File: src/rtl/ube_pkg.sv
// constants for the break, edge and error control slice of the serial port
package ube_pkg;

	// ==========================================================
	// register map (byte addresses on the apb bus)
	localparam logic [7:0] STATUS_TWO_OFFSET    = 8'h00;
	localparam logic [7:0] CONTROL_THREE_OFFSET = 8'h04;

	// ==========================================================
	// serial_status_two field positions
	localparam int S2_LIN_BREAK_FLAG    = 7;
	localparam int S2_RX_EDGE_FLAG      = 6;
	localparam int S2_RX_INVERT         = 4;
	localparam int S2_WAKE_IDLE_REPORT  = 3;
	localparam int S2_LONG_BREAK_TX     = 2;
	localparam int S2_LIN_BREAK_DETECT  = 1;
	localparam int S2_RECEIVER_ACTIVE   = 0;

	// ==========================================================
	// serial_control_three field positions
	localparam int C3_RX_NINTH_BIT      = 7;
	localparam int C3_TX_NINTH_BIT      = 6;
	localparam int C3_TX_DIRECTION      = 5;
	localparam int C3_TX_INVERT         = 4;
	localparam int C3_OVERRUN_IRQ_EN    = 3;
	localparam int C3_NOISE_IRQ_EN      = 2;
	localparam int C3_FRAMING_IRQ_EN    = 1;
	localparam int C3_PARITY_IRQ_EN     = 0;

	// ==========================================================
	// reset values
	localparam logic [7:0] STATUS_TWO_RESET    = 8'h00;
	localparam logic [7:0] CONTROL_THREE_RESET = 8'h00;

	// ==========================================================
	// character and break lengths in bit times
	localparam logic [3:0] CHAR_BIT_TIMES     = 4'ha;
	localparam logic [3:0] LONG_BREAK_TIMES   = 4'hd;
	localparam logic [3:0] LIN_EXTRA_TIMES    = 4'h1;

endpackage

File: src/rtl/ube_control.sv
// break, edge, polarity, ninth bit and error control slice of a serial port
`timescale 1ns/1ps
module ube_control
(
	// clock and reset
	input  wire logic       pclk,
	input  wire logic       presetn,
	// apb slave
	input  wire logic       psel,
	input  wire logic       penable,
	input  wire logic       pwrite,
	input  wire logic [7:0] paddr,
	input  wire logic [31:0] pwdata,
	output logic [31:0]     prdata,
	output logic            pready,
	output logic            pslverr,
	// configuration from the rest of the port
	input  wire logic       nine_bit_mode,
	input  wire logic       receiver_standby,
	input  wire logic       loop_select,
	input  wire logic       receive_source_select,
	input  wire logic       bit_tick,
	// receiver events from the shifter
	input  wire logic       rx_char_done,
	input  wire logic       rx_ninth_in,
	input  wire logic       rx_framing_bad,
	input  wire logic       rx_noise_seen,
	input  wire logic       rx_parity_bad,
	// flag clearing strobes
	input  wire logic       status_one_read,
	input  wire logic       data_reg_read,
	// transmit side
	input  wire logic       tx_data_write,
	input  wire logic [7:0] tx_data_byte,
	input  wire logic       send_break_req,
	input  wire logic       tx_shift_bit,
	output logic [8:0]      tx_frame,
	output logic            tx_frame_load,
	output logic            tx_break_busy,
	// receive line as seen by the receiver
	output logic            rx_line,
	output logic            idle_flag_set,
	// status to the rest of the port
	output logic            rx_buffer_full_flag,
	output logic            overrun_flag,
	output logic            noise_flag,
	output logic            framing_error_flag,
	output logic            parity_error_flag,
	output logic            error_irq,
	// pins
	input  wire logic       rxd_i,
	input  wire logic       txd_i,
	output logic            txd_o,
	output logic            txd_oe
);

	// ==========================================================
	// state
	typedef struct packed
	{
		logic        lin_break_flag;
		logic        rx_edge_flag;
		logic        rx_invert;
		logic        wake_idle_report;
		logic        long_break_tx;
		logic        lin_break_detect_enable;
		logic        receiver_active_flag;
		logic        rx_ninth_bit;
		logic        tx_ninth_bit;
		logic        single_wire_tx_direction;
		logic        tx_invert;
		logic        overrun_irq_enable;
		logic        noise_irq_enable;
		logic        framing_irq_enable;
		logic        parity_irq_enable;
		logic        overrun_flag;
		logic        noise_flag;
		logic        framing_error_flag;
		logic        parity_error_flag;
		logic        rx_buffer_full_flag;
		logic [4:0]  clear_armed;
		logic        line_prev;
		logic        break_active;
		logic [31:0] prdata;
		logic        pslverr;
		logic [8:0]  tx_frame;
		logic        tx_load;
		logic        idle_set;
		logic        txd_o;
	} ube_state_type;

	ube_state_type state_reg;
	ube_state_type state_next;

	// ==========================================================
	// address decode
	function automatic logic [1:0] decode(input logic [7:0] addr);
		logic [1:0] sel;
		sel = 2'b00;
		if (addr == ube_pkg::STATUS_TWO_OFFSET)
		begin
			sel = 2'b01;
		end
		else if (addr == ube_pkg::CONTROL_THREE_OFFSET)
		begin
			sel = 2'b10;
		end
		return sel;
	endfunction

	logic [1:0] addr_sel;
	logic       setup_phase;
	logic       write_access;
	logic [7:0] status_two_value;
	logic [7:0] control_three_value;

	assign addr_sel = decode(paddr);
	assign setup_phase = psel && !penable;
	assign write_access = psel && penable && pwrite;

	// ==========================================================
	// read views
	always_comb
	begin
		status_two_value = 8'h00;
		status_two_value[ube_pkg::S2_LIN_BREAK_FLAG]   = state_reg.lin_break_flag;
		status_two_value[ube_pkg::S2_RX_EDGE_FLAG]     = state_reg.rx_edge_flag;
		status_two_value[ube_pkg::S2_RX_INVERT]        = state_reg.rx_invert;
		status_two_value[ube_pkg::S2_WAKE_IDLE_REPORT] = state_reg.wake_idle_report;
		status_two_value[ube_pkg::S2_LONG_BREAK_TX]    = state_reg.long_break_tx;
		status_two_value[ube_pkg::S2_LIN_BREAK_DETECT] = state_reg.lin_break_detect_enable;
		status_two_value[ube_pkg::S2_RECEIVER_ACTIVE]  = state_reg.receiver_active_flag;
		control_three_value = 8'h00;
		control_three_value[ube_pkg::C3_RX_NINTH_BIT]   = state_reg.rx_ninth_bit;
		control_three_value[ube_pkg::C3_TX_NINTH_BIT]   = state_reg.tx_ninth_bit;
		control_three_value[ube_pkg::C3_TX_DIRECTION]   = state_reg.single_wire_tx_direction;
		control_three_value[ube_pkg::C3_TX_INVERT]      = state_reg.tx_invert;
		control_three_value[ube_pkg::C3_OVERRUN_IRQ_EN] = state_reg.overrun_irq_enable;
		control_three_value[ube_pkg::C3_NOISE_IRQ_EN]   = state_reg.noise_irq_enable;
		control_three_value[ube_pkg::C3_FRAMING_IRQ_EN] = state_reg.framing_irq_enable;
		control_three_value[ube_pkg::C3_PARITY_IRQ_EN]  = state_reg.parity_irq_enable;
	end

	// ==========================================================
	// receive line selection and polarity
	logic single_wire;
	logic line_raw;
	logic line_now;
	logic edge_seen;

	assign single_wire = loop_select && receive_source_select;

	always_comb
	begin
		if (single_wire)
		begin
			line_raw = txd_i;
		end
		else if (loop_select)
		begin
			line_raw = state_reg.txd_o;
		end
		else
		begin
			line_raw = rxd_i;
		end
	end

	// inverted line feeds data, start, stop, break and idle sampling alike
	assign line_now = line_raw ^ state_reg.rx_invert;
	// falling edge of the corrected line is the active edge in both polarities
	assign edge_seen = state_reg.line_prev && !line_now;

	// ==========================================================
	// bit time counters
	logic [3:0] char_times;
	logic [3:0] break_threshold;
	logic [3:0] break_length;
	logic       break_hit;
	logic       idle_hit;
	logic       tx_break_hit;

	assign char_times = ube_pkg::CHAR_BIT_TIMES + {3'h0, nine_bit_mode};
	assign break_threshold = char_times + (state_reg.lin_break_detect_enable ?
		ube_pkg::LIN_EXTRA_TIMES : 4'h0);
	assign break_length = state_reg.long_break_tx ?
		ube_pkg::LONG_BREAK_TIMES + {3'h0, nine_bit_mode} : char_times;

	ube_run_counter low_run
	(
		.pclk      (pclk),
		.presetn   (presetn),
		.bit_tick  (bit_tick),
		.run_level (!line_now),
		.threshold (break_threshold),
		.hit       (break_hit)
	);

	ube_run_counter idle_run
	(
		.pclk      (pclk),
		.presetn   (presetn),
		.bit_tick  (bit_tick),
		.run_level (line_now && state_reg.receiver_active_flag),
		.threshold (char_times),
		.hit       (idle_hit)
	);

	ube_run_counter break_run
	(
		.pclk      (pclk),
		.presetn   (presetn),
		.bit_tick  (bit_tick),
		.run_level (state_reg.break_active),
		.threshold (break_length),
		.hit       (tx_break_hit)
	);

	// ==========================================================
	// next state
	logic [4:0] flags_now;
	logic [4:0] flags_set;

	always_comb
	begin
		state_next = state_reg;
		state_next.line_prev = line_now;
		state_next.tx_load = 1'b0;
		state_next.idle_set = 1'b0;

		// apb: read data captured in setup, answered in access
		if (setup_phase)
		begin
			state_next.pslverr = (addr_sel == 2'b00);
			if (addr_sel == 2'b01)
			begin
				state_next.prdata = {24'h000000, status_two_value};
			end
			else if (addr_sel == 2'b10)
			begin
				state_next.prdata = {24'h000000, control_three_value};
			end
			else
			begin
				state_next.prdata = 32'h00000000;
			end
		end

		// software writes; w1c flags cleared here, sets below win
		if (write_access && (addr_sel == 2'b01))
		begin
			if (pwdata[ube_pkg::S2_LIN_BREAK_FLAG])
			begin
				state_next.lin_break_flag = 1'b0;
			end
			if (pwdata[ube_pkg::S2_RX_EDGE_FLAG])
			begin
				state_next.rx_edge_flag = 1'b0;
			end
			state_next.rx_invert = pwdata[ube_pkg::S2_RX_INVERT];
			state_next.wake_idle_report = pwdata[ube_pkg::S2_WAKE_IDLE_REPORT];
			state_next.long_break_tx = pwdata[ube_pkg::S2_LONG_BREAK_TX];
			state_next.lin_break_detect_enable = pwdata[ube_pkg::S2_LIN_BREAK_DETECT];
		end
		else if (write_access && (addr_sel == 2'b10))
		begin
			state_next.tx_ninth_bit = pwdata[ube_pkg::C3_TX_NINTH_BIT];
			state_next.single_wire_tx_direction = pwdata[ube_pkg::C3_TX_DIRECTION];
			state_next.tx_invert = pwdata[ube_pkg::C3_TX_INVERT];
			state_next.overrun_irq_enable = pwdata[ube_pkg::C3_OVERRUN_IRQ_EN];
			state_next.noise_irq_enable = pwdata[ube_pkg::C3_NOISE_IRQ_EN];
			state_next.framing_irq_enable = pwdata[ube_pkg::C3_FRAMING_IRQ_EN];
			state_next.parity_irq_enable = pwdata[ube_pkg::C3_PARITY_IRQ_EN];
		end

		// hardware set events
		if (state_reg.lin_break_detect_enable && break_hit)
		begin
			state_next.lin_break_flag = 1'b1;
		end
		if (edge_seen)
		begin
			state_next.rx_edge_flag = 1'b1;
		end

		// receiver active from start bit edge until idle line
		if (edge_seen && !state_reg.receiver_active_flag)
		begin
			state_next.receiver_active_flag = 1'b1;
		end
		else if (idle_hit)
		begin
			state_next.receiver_active_flag = 1'b0;
		end

		// waking idle in standby only reported when asked
		if (idle_hit)
		begin
			state_next.idle_set = !receiver_standby || state_reg.wake_idle_report;
		end

		// error flags: status-one read arms, data read clears armed ones
		flags_now = {state_reg.rx_buffer_full_flag, state_reg.overrun_flag,
			state_reg.noise_flag, state_reg.framing_error_flag, state_reg.parity_error_flag};
		if (status_one_read)
		begin
			state_next.clear_armed = state_reg.clear_armed | flags_now;
		end
		if (data_reg_read)
		begin
			flags_now = flags_now & ~state_next.clear_armed;
			state_next.clear_armed = 5'h00;
		end
		flags_set = 5'h00;
		if (rx_char_done)
		begin
			if (state_reg.rx_buffer_full_flag)
			begin
				flags_set[3] = 1'b1;
			end
			else if (!state_reg.lin_break_detect_enable)
			begin
				// long break setting plays no part in framing judgement
				flags_set[4] = 1'b1;
				flags_set[2] = rx_noise_seen;
				flags_set[1] = rx_framing_bad;
				flags_set[0] = rx_parity_bad;
				state_next.rx_ninth_bit = nine_bit_mode && rx_ninth_in;
			end
		end
		flags_now = flags_now | flags_set;
		state_next.clear_armed = state_next.clear_armed & ~flags_set;
		state_next.rx_buffer_full_flag = flags_now[4];
		state_next.overrun_flag = flags_now[3];
		state_next.noise_flag = flags_now[2];
		state_next.framing_error_flag = flags_now[1];
		state_next.parity_error_flag = flags_now[0];

		// transmit data load with ninth bit in nine bit mode
		if (tx_data_write)
		begin
			state_next.tx_frame = {nine_bit_mode && state_reg.tx_ninth_bit, tx_data_byte};
			state_next.tx_load = 1'b1;
		end

		// break generation
		if (send_break_req && !state_reg.break_active)
		begin
			state_next.break_active = 1'b1;
		end
		else if (tx_break_hit)
		begin
			state_next.break_active = 1'b0;
		end

		state_next.txd_o = (state_next.break_active ? 1'b0 : tx_shift_bit)
			^ state_next.tx_invert;
	end

	// ==========================================================
	// state register
	always_ff @(posedge pclk or negedge presetn)
	begin
		if (!presetn)
		begin
			state_reg <= '0;
			state_reg.line_prev <= 1'b1;
			state_reg.txd_o <= 1'b1;
		end
		else
		begin
			state_reg <= state_next;
		end
	end

	// ==========================================================
	// outputs
	assign prdata = state_reg.prdata;
	assign pready = psel && penable;
	assign pslverr = psel && penable && state_reg.pslverr;
	assign tx_frame = state_reg.tx_frame;
	assign tx_frame_load = state_reg.tx_load;
	assign tx_break_busy = state_reg.break_active;
	assign rx_line = line_now;
	assign idle_flag_set = state_reg.idle_set;
	assign rx_buffer_full_flag = state_reg.rx_buffer_full_flag;
	assign overrun_flag = state_reg.overrun_flag;
	assign noise_flag = state_reg.noise_flag;
	assign framing_error_flag = state_reg.framing_error_flag;
	assign parity_error_flag = state_reg.parity_error_flag;
	assign error_irq = (state_reg.overrun_flag && state_reg.overrun_irq_enable)
		|| (state_reg.noise_flag && state_reg.noise_irq_enable)
		|| (state_reg.framing_error_flag && state_reg.framing_irq_enable)
		|| (state_reg.parity_error_flag && state_reg.parity_irq_enable);
	assign txd_o = state_reg.txd_o;
	assign txd_oe = single_wire ? state_reg.single_wire_tx_direction : 1'b1;

endmodule

File: src/rtl/ube_run_counter.sv
// counts bit ticks while a level holds and pulses once at a threshold
`timescale 1ns/1ps
module ube_run_counter
(
	// clock and reset
	input  wire logic       pclk,
	input  wire logic       presetn,
	// run control
	input  wire logic       bit_tick,
	input  wire logic       run_level,
	input  wire logic [3:0] threshold,
	// result
	output logic            hit
);

	// ==========================================================
	// state
	typedef struct packed
	{
		logic [3:0] count;
		logic       hit;
	} ube_run_state_type;

	ube_run_state_type state_reg;
	ube_run_state_type state_next;

	// ==========================================================
	// next state
	always_comb
	begin
		state_next = state_reg;
		state_next.hit = 1'b0;
		if (!run_level)
		begin
			state_next.count = 4'h0;
		end
		else if (bit_tick && (state_reg.count != threshold))
		begin
			state_next.count = state_reg.count + 4'h1;
			// fires once per run, never again while the level holds
			state_next.hit = ((state_reg.count + 4'h1) == threshold);
		end
	end

	always_ff @(posedge pclk or negedge presetn)
	begin
		if (!presetn)
		begin
			state_reg <= '0;
		end
		else
		begin
			state_reg <= state_next;
		end
	end

	assign hit = state_reg.hit;

endmodule

File: config.mk
export PLATFORM = sky130hd
export DESIGN_NAME = ube_control
export DESIGN_NICKNAME = d
export VERILOG_FILES = /design/src/rtl/ube_pkg.sv /design/src/rtl/ube_control.sv /design/src/rtl/ube_run_counter.sv
export SDC_FILE = /design/constraint.sdc
export NUM_CORES = 1
export LEC_CHECK = 0
export ABC_AREA = 1
export BUFFER_PORTS_ARGS = -buffer_cell sky130_fd_sc_hd__buf_2
export CORE_AREA = 8 8 76 127
export DETAILED_ROUTE_END_ITERATION = 6
export DIE_AREA = 0 0 84 135
export HOLD_SLACK_MARGIN = 0.06
export PLACE_DENSITY = 0.73
export SLEW_MARGIN = 20
export SYNTH_ARGS = -nofsm -noshare
export SYNTH_HDL_FRONTEND = slang
export SYNTH_SLANG_ARGS = --single-unit
File: constraint.sdc
create_clock -name pclk -period 1.29 [get_ports pclk]
set_clock_uncertainty 0.05 [all_clocks]
set_input_delay 0.0645 -clock pclk [delete_from_list [all_inputs] [get_ports pclk]]
set_output_delay 0.0645 -clock pclk [all_outputs]
set_load 0.01 [all_outputs]
==> out/results.ini, run 1 <==
[worst_setup_path]
start_kind=flip-flop
worstReg2RegStart=txd_o
reg2reg_depth=7
cp.arrival_ns=1.37
worstPathRequired_ns=1.18
critical_path_class=reg -> out
startpoint=txd_o
reg2reg_to=low_run.hit
path_max_fanout=3
critPathCaptureType=output port
reg2reg_slack_ns=-0.17

[global_routing]
first_global_vias=3250
grt_util_met2=0.296
met3_usage=0.0368
grt_use_total=0.156
busiest_layer=met2
use_met1=0.150
grt_max_degree=49
gr-total-overflow=0
antenna_found_initial=0
grt_pass1_wl_mm=14.7

[job]
maxCapViolCount=0

[clocking]
htree_levels=3
cts_tree=built
clk_pin_slew_worst_paths_ns=0.05
cts_buffers=9
cts_sinks=63
cts_buffer_depth=2
clock_latency_ns=0.33
clockRootBuffer=clkbuf_16

[power_and_ir_drop]
ir_drop_uv=684
finalPower_mw=6.69
p_per_area_nw_per_um2=1430
p_leak_nw=2.43

[synthesis]
synth_cell_types=32
synth_warnings=0
syn_area_um2=3440
synth-seq-area-share=0.459
synth_seq_cells=63
synthCells=414
syn_avg_cell_area_um2=8.32

[layout]
largest_reg_flops=14
utilization=0.592
diodes=0
n_fill_cell=665
final_nets=607
layout-drive-gt1-share=0.349
area.growth.synth_to_final_pct=36.0

[detailed_routing]
viasPerCell=4.96
drc=0
route.antenna.remaining_nets=0
num_vias=3104
drt_wl_total_mm=8.96
drt-wirelength-per-cell_um=14.3
first_pass_iters=6
drt_iter0_drc=171

[min_path]
holdPathStages=5
hp-start=pwrite
worst_hold_path_type=in -> reg
min_to=control_three_value[0]

[sta]
fin_crit_sh=1.15
maxSlewViolCount=0
min_period_ns=1.48
fmax_ghz=0.674
setup_viol=16
timing.final.hold_violations=0
rsz0062_at_grt=true
worst_slack_ns=-0.193

[placed_design]
hpwl_mm=6.21
gp_congestion=0.854
port_buffers=76

[outcome]
violations=negative setup slack
status=finished, violations left

[floorplanning]
coreArea_um2=7910
start_util=0.435
rows=43
fp.dieW_um=84
die_h_um=135
boundaryPins=125
die_area_um2=11300

==> critical path: stages, from the launching register on <==
cell and delay, ns:
dfstp_2 0.53, nand3_2 0.08, nand4_1 0.14, nand2_2 0.13, inv_4 0.07, buf_6 0.09
==> how the worst max path moves through the flow <==
stage,to
final,rx_line
after global routing,rx_line
after CTS,rx_line
after detailed placement,break_run.state_reg[3]
after global placement,break_run.state_reg[4]
after floorplan,break_run.state_reg[4]
==> cells in the mapped netlist (all sizes together) <==
| cell | instances | share of area |
|---|---|---|
| nand2 | 103 | 0.12 |
| dfrtp | 61 | 0.44 |
| buf | 49 | 0.11 |
| inv | 49 | 0.053 |
| nand3 | 46 | 0.067 |
| nor2 | 27 | 0.041 |
| o21ai | 24 | 0.039 |
| a21oi | 15 | 0.023 |
| nand4 | 11 | 0.020 |
| mux2 | 8 | 0.026 |
| ha | 5 | 0.018 |
| a211oi | 3 | 0.0065 |
| dfstp | 2 | 0.015 |
| nor3 | 2 | 0.0029 |
| xnor2 | 2 | 0.0051 |
| xor2 | 2 | 0.0051 |
| a21boi | 1 | 0.0022 |
| conb | 1 | 0.0011 |
| nand3b | 1 | 0.0022 |
| o22ai | 1 | 0.0018 |
| or2 | 1 | 0.0018 |
==> layer usage <==
layer | routed length (um) | vias to the layer above | part of all wire
met5 | 0 | - | 0
met4 | 307 | 0 | 0.034
met3 | 415 | 23 | 0.046
met2 | 5060 | 88 | 0.56
met1 | 3180 | 1489 | 0.35
li1 | - | 1504 | -
==> logic make-up after synthesis <==
kind of cell               after synthesis  synth area share
DFF                                     63             0.459
buffers and inverters                   98             0.160
AOI/OAI and AO/OA                       44            0.0727
and+or+nand+nor                        191             0.253
muxes                                    8            0.0262
adders and majority gates                5            0.0182
other                                    1           0.00109
xor gates and xnor gates                 4            0.0102
==> power by group <==
part           internal (mW)  switching (mW)
logic                  0.726           0.939
registers               2.26           0.229
clock network           1.72           0.810
total                   4.71            1.98
==> cell usage in the layout (no fill, tap or decap), drive strengths merged <==
cell type,n
nand2,103
ha,5
buf,102
or2,1
conb,24
nand3,46
mux2,8
inv,49
xor2,2
nand4,11
dfrtp,61
o22ai,1
xnor2,2
nand3b,1
nor2,27
clkinv,2
clkbuf,12
bufinv,2
nor3,2
a21boi,1
dlygate4sd3,30
dfstp,2
a21oi,15
o21ai,24
a211oi,3
==> cell type report <==
class	count	area, um2	share of cell area
Timing Repair Buffer	133	927	0.198
Tap cell	90	113	0.0240
Sequential cell	63	1580	0.338
Inverter	49	186	0.0398
Clock buffer	11	243	0.0518
Multi-Input combinational cell	276	1560	0.334
Clock inverter	4	70.1	0.0150
==> metrics by stage <==
stage / hold WS [ns] / TNS [ns] / cell area, um2 / cells / setup WS [ns]
after CTS: 0.0673 / -2.01 / 4520 / 621 / -0.269
after global routing: 0.0890 / -3.27 / 4680 / 626 / -0.262
after floorplan: -0.281 / -0.390 / 3530 / 437 / -0.0734
after global placement: 0.0223 / -0.497 / 3820 / 572 / -0.0624
after detailed placement: 0.0231 / -1.35 / 3820 / 572 / -0.157
final: 0.0725 / -2.04 / 4680 / 626 / -0.193
==> timing repair <==
| item | CTS | global route |
|---|---|---|
| pin swaps | 4 | 20 |
| buffers inserted | 4 | 6 |
| hold buffers | 30 | 0 |
| endpoints found under the setup margin | 17 | 22 |
| gates resized for setup | 12 | 36 |
| cloned | 0 | 1 |
| endpoints found under the hold margin | 102 | 0 |
Note: power is estimated with default switching activity, not from simulation.
==> run 2, diff against run 1 <==
--- a/config.mk
+++ b/config.mk
@@ -6,12 +6,12 @@
 export NUM_CORES = 1
 export LEC_CHECK = 0
 export ABC_AREA = 1
-export BUFFER_PORTS_ARGS = -buffer_cell sky130_fd_sc_hd__buf_2
-export CORE_AREA = 8 8 76 127
+export CORE_AREA = 8 8 69 116
 export DETAILED_ROUTE_END_ITERATION = 6
-export DIE_AREA = 0 0 84 135
+export DIE_AREA = 0 0 77 124
+export DONT_BUFFER_PORTS = 1
 export HOLD_SLACK_MARGIN = 0.06
-export PLACE_DENSITY = 0.73
+export PLACE_DENSITY = 0.7
 export SLEW_MARGIN = 20
 export SYNTH_ARGS = -nofsm -noshare
 export SYNTH_HDL_FRONTEND = slang
==> out/results.ini, run 2 (synthesis gave the netlist of run 1 again) <==
[clocking]
htree_levels=3  ; unchanged
cts_buffers=9  ; unchanged
clk_pin_slew_worst_paths_ns=0.05  ; about the same
cts_tree=built
clock_latency_ns=0.33  ; about the same
cts_sinks=63  ; unchanged
hold_buffers=35  ; +17%
clockRootBuffer=clkbuf_16
cts_buffer_depth=2  ; unchanged

[sta]
slew-limit-headroom=0.663
hold-worst-slack_ns=-0.623  ; -0.695 ns
rsz0062_at_grt=true
fin_crit_sh=1.16  ; +0.00972
worstMarginPinSlew_ns=0.504
timing.final.hold_violations=63  ; +63
worst_slack_ns=-0.206  ; -0.0125 ns
maxSlewViolCount=0  ; unchanged
fin_setup_tns_ns=-1.40  ; +0.635 ns
fmax_ghz=0.669  ; -0.84%
min_period_ns=1.50  ; +0.0125 ns
setup_viol=13  ; -3

[job]
maxCapViolCount=0  ; unchanged

[power_and_ir_drop]
seqPwrFrac=0.400  ; +0.027
p_leak_nw=2.11  ; -13%
clkPwrFrac=0.374  ; -0.005
switchingPower_mw=1.95  ; -1.4%
swShare=0.304  ; +0.00841
p_per_area_nw_per_um2=1470  ; +3.1%
ir_drop_uv=899  ; +31%
comb_power_share=0.226  ; -0.023
finalPower_mw=6.41  ; -4.1%
p_int_mw=4.46  ; -5.3%

[placed_design]
port_buffers=0  ; -100%
gp_congestion=0.876  ; +2.5%
dpl-instance-area_um2=3390  ; -11%
pre_cts_ws_ns=-0.159  ; -0.00221 ns
placed_cells=485  ; -15%
hpwl_mm=5.85  ; -5.8%

[global_routing]
grt_max_degree=64  ; +31%
first_global_vias=2842  ; -13%
grt_use_total=0.177  ; +0.0202
antenna_found_initial=0  ; unchanged
gr-total-overflow=0  ; unchanged
grt_pass1_wl_mm=13.5  ; -8.3%

[floorplanning]
fp.dieW_um=77  ; -8.3%
die_area_um2=9550  ; -16%
rows=39  ; -9.3%
boundaryPins=125  ; unchanged
die_h_um=124  ; -8.1%
start_util=0.535  ; +0.0992
coreArea_um2=6440  ; -19%

[layout]
area.growth.synth_to_final_pct=26.5
final_cell_mix=nand2_1, dfrtp_1, inv_1, dlygate4sd3_1, nand3_1
layout-drive-gt1-share=0.243  ; -0.106
final_nets=532  ; -12%
largest_reg_flops=14  ; unchanged
utilization=0.676  ; +0.0841
final_common_cell=nand2_1
stdcell_area_um2=4360  ; -7.0%
final_cells=543  ; -13%
diodes=0  ; unchanged

[worst_setup_path]
cp_slowest_cell=dfrtp_1
cp_top_family=simple AND/OR/NAND/NOR gates
crit_buf_inv=0  ; -2
path_max_fanout=5  ; +2
startpoint=state_reg[67]
worstReg2RegStart=state_reg[67]
start_kind=flip-flop
critical_path_class=reg -> reg
cp.arrival_ns=1.70  ; +0.33 ns
critPathCaptureType=flip-flop
cp_cell_sequence=ha_4 -> o21ai_0 -> nor2_2 -> nand2_2 -> nand4_1 -> nor2_1
critPathMaxStageDelay_ns=0.40  ; -0.13 ns
worstPathRequired_ns=1.49  ; +0.31 ns

[outcome]
violations=negative hold slack, negative setup slack
status=finished, violations left

[detailed_routing]
first_pass_iters=4  ; -2
drc=0  ; unchanged
drt_iter0_drc=205  ; +20%
drt-wirelength-per-cell_um=15.6  ; +9.2%
drt_wl_total_mm=8.49  ; -5.3%
route.antenna.remaining_nets=0  ; unchanged
num_vias=2834  ; -8.7%
viasPerCell=5.22  ; +5.3%

[min_path]
worst_hold_path_type=in -> async

[run 2: cell count changes in the layout (fill, tap and decap cells not counted), moves of 3 or more]
| cell | previous run | this run |
|---|---|---|
| nand2_2 | 13 | 10 |
| buf_4 | 24 | 21 |
| buf_2 | 75 | 0 |
| nand2_4 | 4 | 9 |
| nand3_2 | 7 | 11 |
| dlygate4sd3_1 | 30 | 35 |
| nand3_1 | 38 | 33 |
[run 2: worst register-to-register path, cell delays in order, from the launching register on]
cell	delay, ns
dfrtp_1	0.40
ha_4	0.18
o21ai_0	0.26
nor2_2	0.08
nand2_2	0.13
nand4_1	0.18
nor2_1	0.15
[run 2: path summary, 6_finish.rpt]
check	endpoint	slack [ns]	depth (start not counted)
max	break_run.hit	-0.21	6
min	tx_frame[7]	-0.62	0
max reg2reg	break_run.hit	-0.21	6
min reg2reg	state_reg[71]	0.43	2
max in group asynchronous	state_reg[46]	1.61	0
min in group pclk	state_reg[46]	0.05	5
[run 2: cell type report]
type	instances	area, um2
fillers	497	2080
multi-input cells	276	1630
flip-flops and latches	63	1580
repair buffers	58	548
clock buffers	12	256
inverters	49	191
well taps	82	103
clock inverters	3	42.5
[run 2: power by group through the flow]
stage / registers, mW / clock network (mW) / logic [mW]
2_1_floorplan: 2.53 / 0 / 0.902
3_3_place_gp: 2.59 / 0 / 1.10
3_5_place_dp: 2.59 / 0 / 1.14
4_1_cts: 2.57 / 2.45 / 1.29
5_1_grt: 2.60 / 2.52 / 1.61
6_report: 2.57 / 2.40 / 1.45
[run 2: timing repair]
item	CTS	global route
hold endpoints to repair	124	63
buffers inserted	3	7
pin swaps	7	24
gates resized for setup	13	50
setup endpoints to repair	12	26
cloned	0	0
[run 2: layer usage]
metal	share of wire	up-vias	global-route usage
met5	0	-	0
met4	0.018	0	0.0974
met3	0.067	12	0.0592
met2	0.55	85	0.323
met1	0.36	1384	0.171
li1	-	1353	-
==> run 3, diff against run 2 <==
--- a/config.mk
+++ b/config.mk
@@ -6,12 +6,13 @@
 export NUM_CORES = 1
 export LEC_CHECK = 0
 export ABC_AREA = 1
-export CORE_AREA = 8 8 69 116
+export CORE_AREA = 2 2 63 110
 export DETAILED_ROUTE_END_ITERATION = 6
-export DIE_AREA = 0 0 77 124
+export DIE_AREA = 0 0 65 112
 export DONT_BUFFER_PORTS = 1
 export HOLD_SLACK_MARGIN = 0.06
 export PLACE_DENSITY = 0.7
+export SKIP_CTS_REPAIR_TIMING = 1
 export SLEW_MARGIN = 20
 export SYNTH_ARGS = -nofsm -noshare
 export SYNTH_HDL_FRONTEND = slang
==> out/results.ini, run 3 (synthesis gave the netlist of run 1 again) <==
[sta]
rsz0062_at_grt=true
min_period_ns=1.45  ; -0.0485 ns
hold-worst-slack_ns=-0.623  ; +0.000293 ns
timing.final.hold_violations=77  ; +22%
worst_slack_ns=-0.157  ; +0.0485 ns
fin_crit_sh=1.12  ; -0.0376
fin_setup_tns_ns=-1.18  ; +0.221 ns
fmax_ghz=0.691  ; +3.3%
setup_viol=11  ; -2
maxSlewViolCount=0  ; unchanged

[detailed_routing]
num_vias=2764  ; -2.5%
route.antenna.remaining_nets=0  ; unchanged
drc=0  ; unchanged
drt-wirelength-per-cell_um=14.1  ; -9.7%
viasPerCell=5.13  ; -1.7%
drt_wl_total_mm=7.61  ; -10%
first_pass_iters=4  ; unchanged
drt_iter0_drc=126  ; -39%

[placed_design]
hpwl_mm=5.10  ; -13%
placed_cells=488  ; +0.62%
gp_congestion=0.872  ; -0.46%
dpl-instance-area_um2=3420  ; +0.66%
pre_cts_ws_ns=-0.152  ; +0.00712 ns
port_buffers=0  ; unchanged

[worst_setup_path]
crit_buf_inv=2  ; +2
worstReg2RegStart=txd_o
critical_path_class=reg -> out
reg2reg_depth=7  ; +1
path_depth=6  ; unchanged
cp_slowest_cell=dfstp_2
cp_top_family=flip-flops
path_max_fanout=5  ; unchanged
cp.arrival_ns=1.33  ; -0.37 ns
startpoint=txd_o
cp_cell_sequence=nand3_2 -> nand3_1 -> nand2_2 -> nand2_2 -> buf_12 -> inv_6
start_kind=flip-flop
critPathMaxStageDelay_ns=0.54  ; +0.14 ns
critPathCaptureType=output port
worstPathRequired_ns=1.18  ; -0.31 ns
worst_path_most_repeated_cell=nand2_2

[min_path]
worst_hold_path_type=in -> async

[layout]
final_cells=539  ; -0.74%
largest_reg_flops=14  ; unchanged
final_cell_mix=nand2_1, dfrtp_1, inv_1, nand3_1, dlygate4sd3_1
area.growth.synth_to_final_pct=21.8
stdcell_area_um2=4190  ; -3.8%
diodes=0  ; unchanged
layout-drive-gt1-share=0.204  ; -0.0394
final_nets=529  ; -0.56%
final_common_cell=nand2_1

[power_and_ir_drop]
p_leak_nw=2.08  ; -1.6%
finalPower_mw=6.13  ; -4.5%
seqPwrFrac=0.419  ; +0.019
swShare=0.307  ; +0.00289
ir_drop_uv=734  ; -18%
comb_power_share=0.228  ; +0.002
p_per_area_nw_per_um2=1460  ; -0.72%
switchingPower_mw=1.88  ; -3.5%
p_int_mw=4.25  ; -4.9%
clkPwrFrac=0.353  ; -0.021

[global_routing]
grt_max_degree=64  ; unchanged
antenna_found_initial=0  ; unchanged
grt_use_total=0.212  ; +0.0355
first_global_vias=2624  ; -7.7%
gr-total-overflow=0  ; unchanged
grt_pass1_wl_mm=11.8  ; -13%

[floorplanning]
boundaryPins=125  ; unchanged
rows=39  ; unchanged
start_util=0.539  ; +0.00408
die_area_um2=7280  ; -24%
coreArea_um2=6390  ; -0.76%
fp.dieW_um=65  ; -16%
die_h_um=112  ; -9.7%

[outcome]
violations=negative hold slack, negative setup slack
status=finished, violations left

[clocking]
clock_latency_ns=0.33  ; about the same
clockRootBuffer=clkbuf_16
clk_pin_slew_worst_paths_ns=0.05  ; about the same
cts_tree=built
cts_buffers=9  ; unchanged
cts_sinks=63  ; unchanged
cts_buffer_depth=2  ; unchanged
htree_levels=3  ; unchanged

[job]
maxCapViolCount=0  ; unchanged

## run 3: worst paths after layout
| path | end | slack (ns) |
|---|---|---|
| hold reg to reg | state_reg[71] | 0.39 |
| min in group pclk | break_run.state_reg[1] | -0.16 |
| setup / recovery | rx_line | -0.16 |
| max in group asynchronous | txd_o | 1.62 |
| setup reg to reg | low_run.state_reg[1] | -0.12 |
| hold / removal | tx_frame[3] | -0.62 |
## run 3: layer usage
metal  GRT usage  vias up  wire length, um
li1            -     1350                -
met1       0.231     1294             2810
met2       0.365       95             4140
met3      0.0626       25              379
met4       0.106        0              278
met5           0        -                0
## run 3: cell type report
class                      instances  area [um2]
fill                             514        2200
sequential                        63        1580
multi-input combinational        276        1540
timing repair buffer              55         510
clock buffer                      13         260
inverter                          49         191
tap                               82         103
clock inverter                     1        5.00
## run 3: through the flow
| step | utilization | hold WS, ns |
|---|---|---|
| floorplan | - | -0.281 |
| global placement | 0.534 | -0.280 |
| CTS | 0.576 | -0.633 |
| global route | 0.656 | -0.637 |
| finish | 0.656 | -0.623 |
| detailed placement | 0.534 | -0.280 |
## run 3: power by group through the flow
stage / clock network, mW / logic, mW / registers, mW
global route: 2.30 / 1.55 / 2.60
CTS: 2.22 / 1.16 / 2.56
global placement: 0 / 1.11 / 2.58
detailed placement: 0 / 1.15 / 2.59
floorplan: 0 / 0.902 / 2.53
finish: 2.16 / 1.40 / 2.57
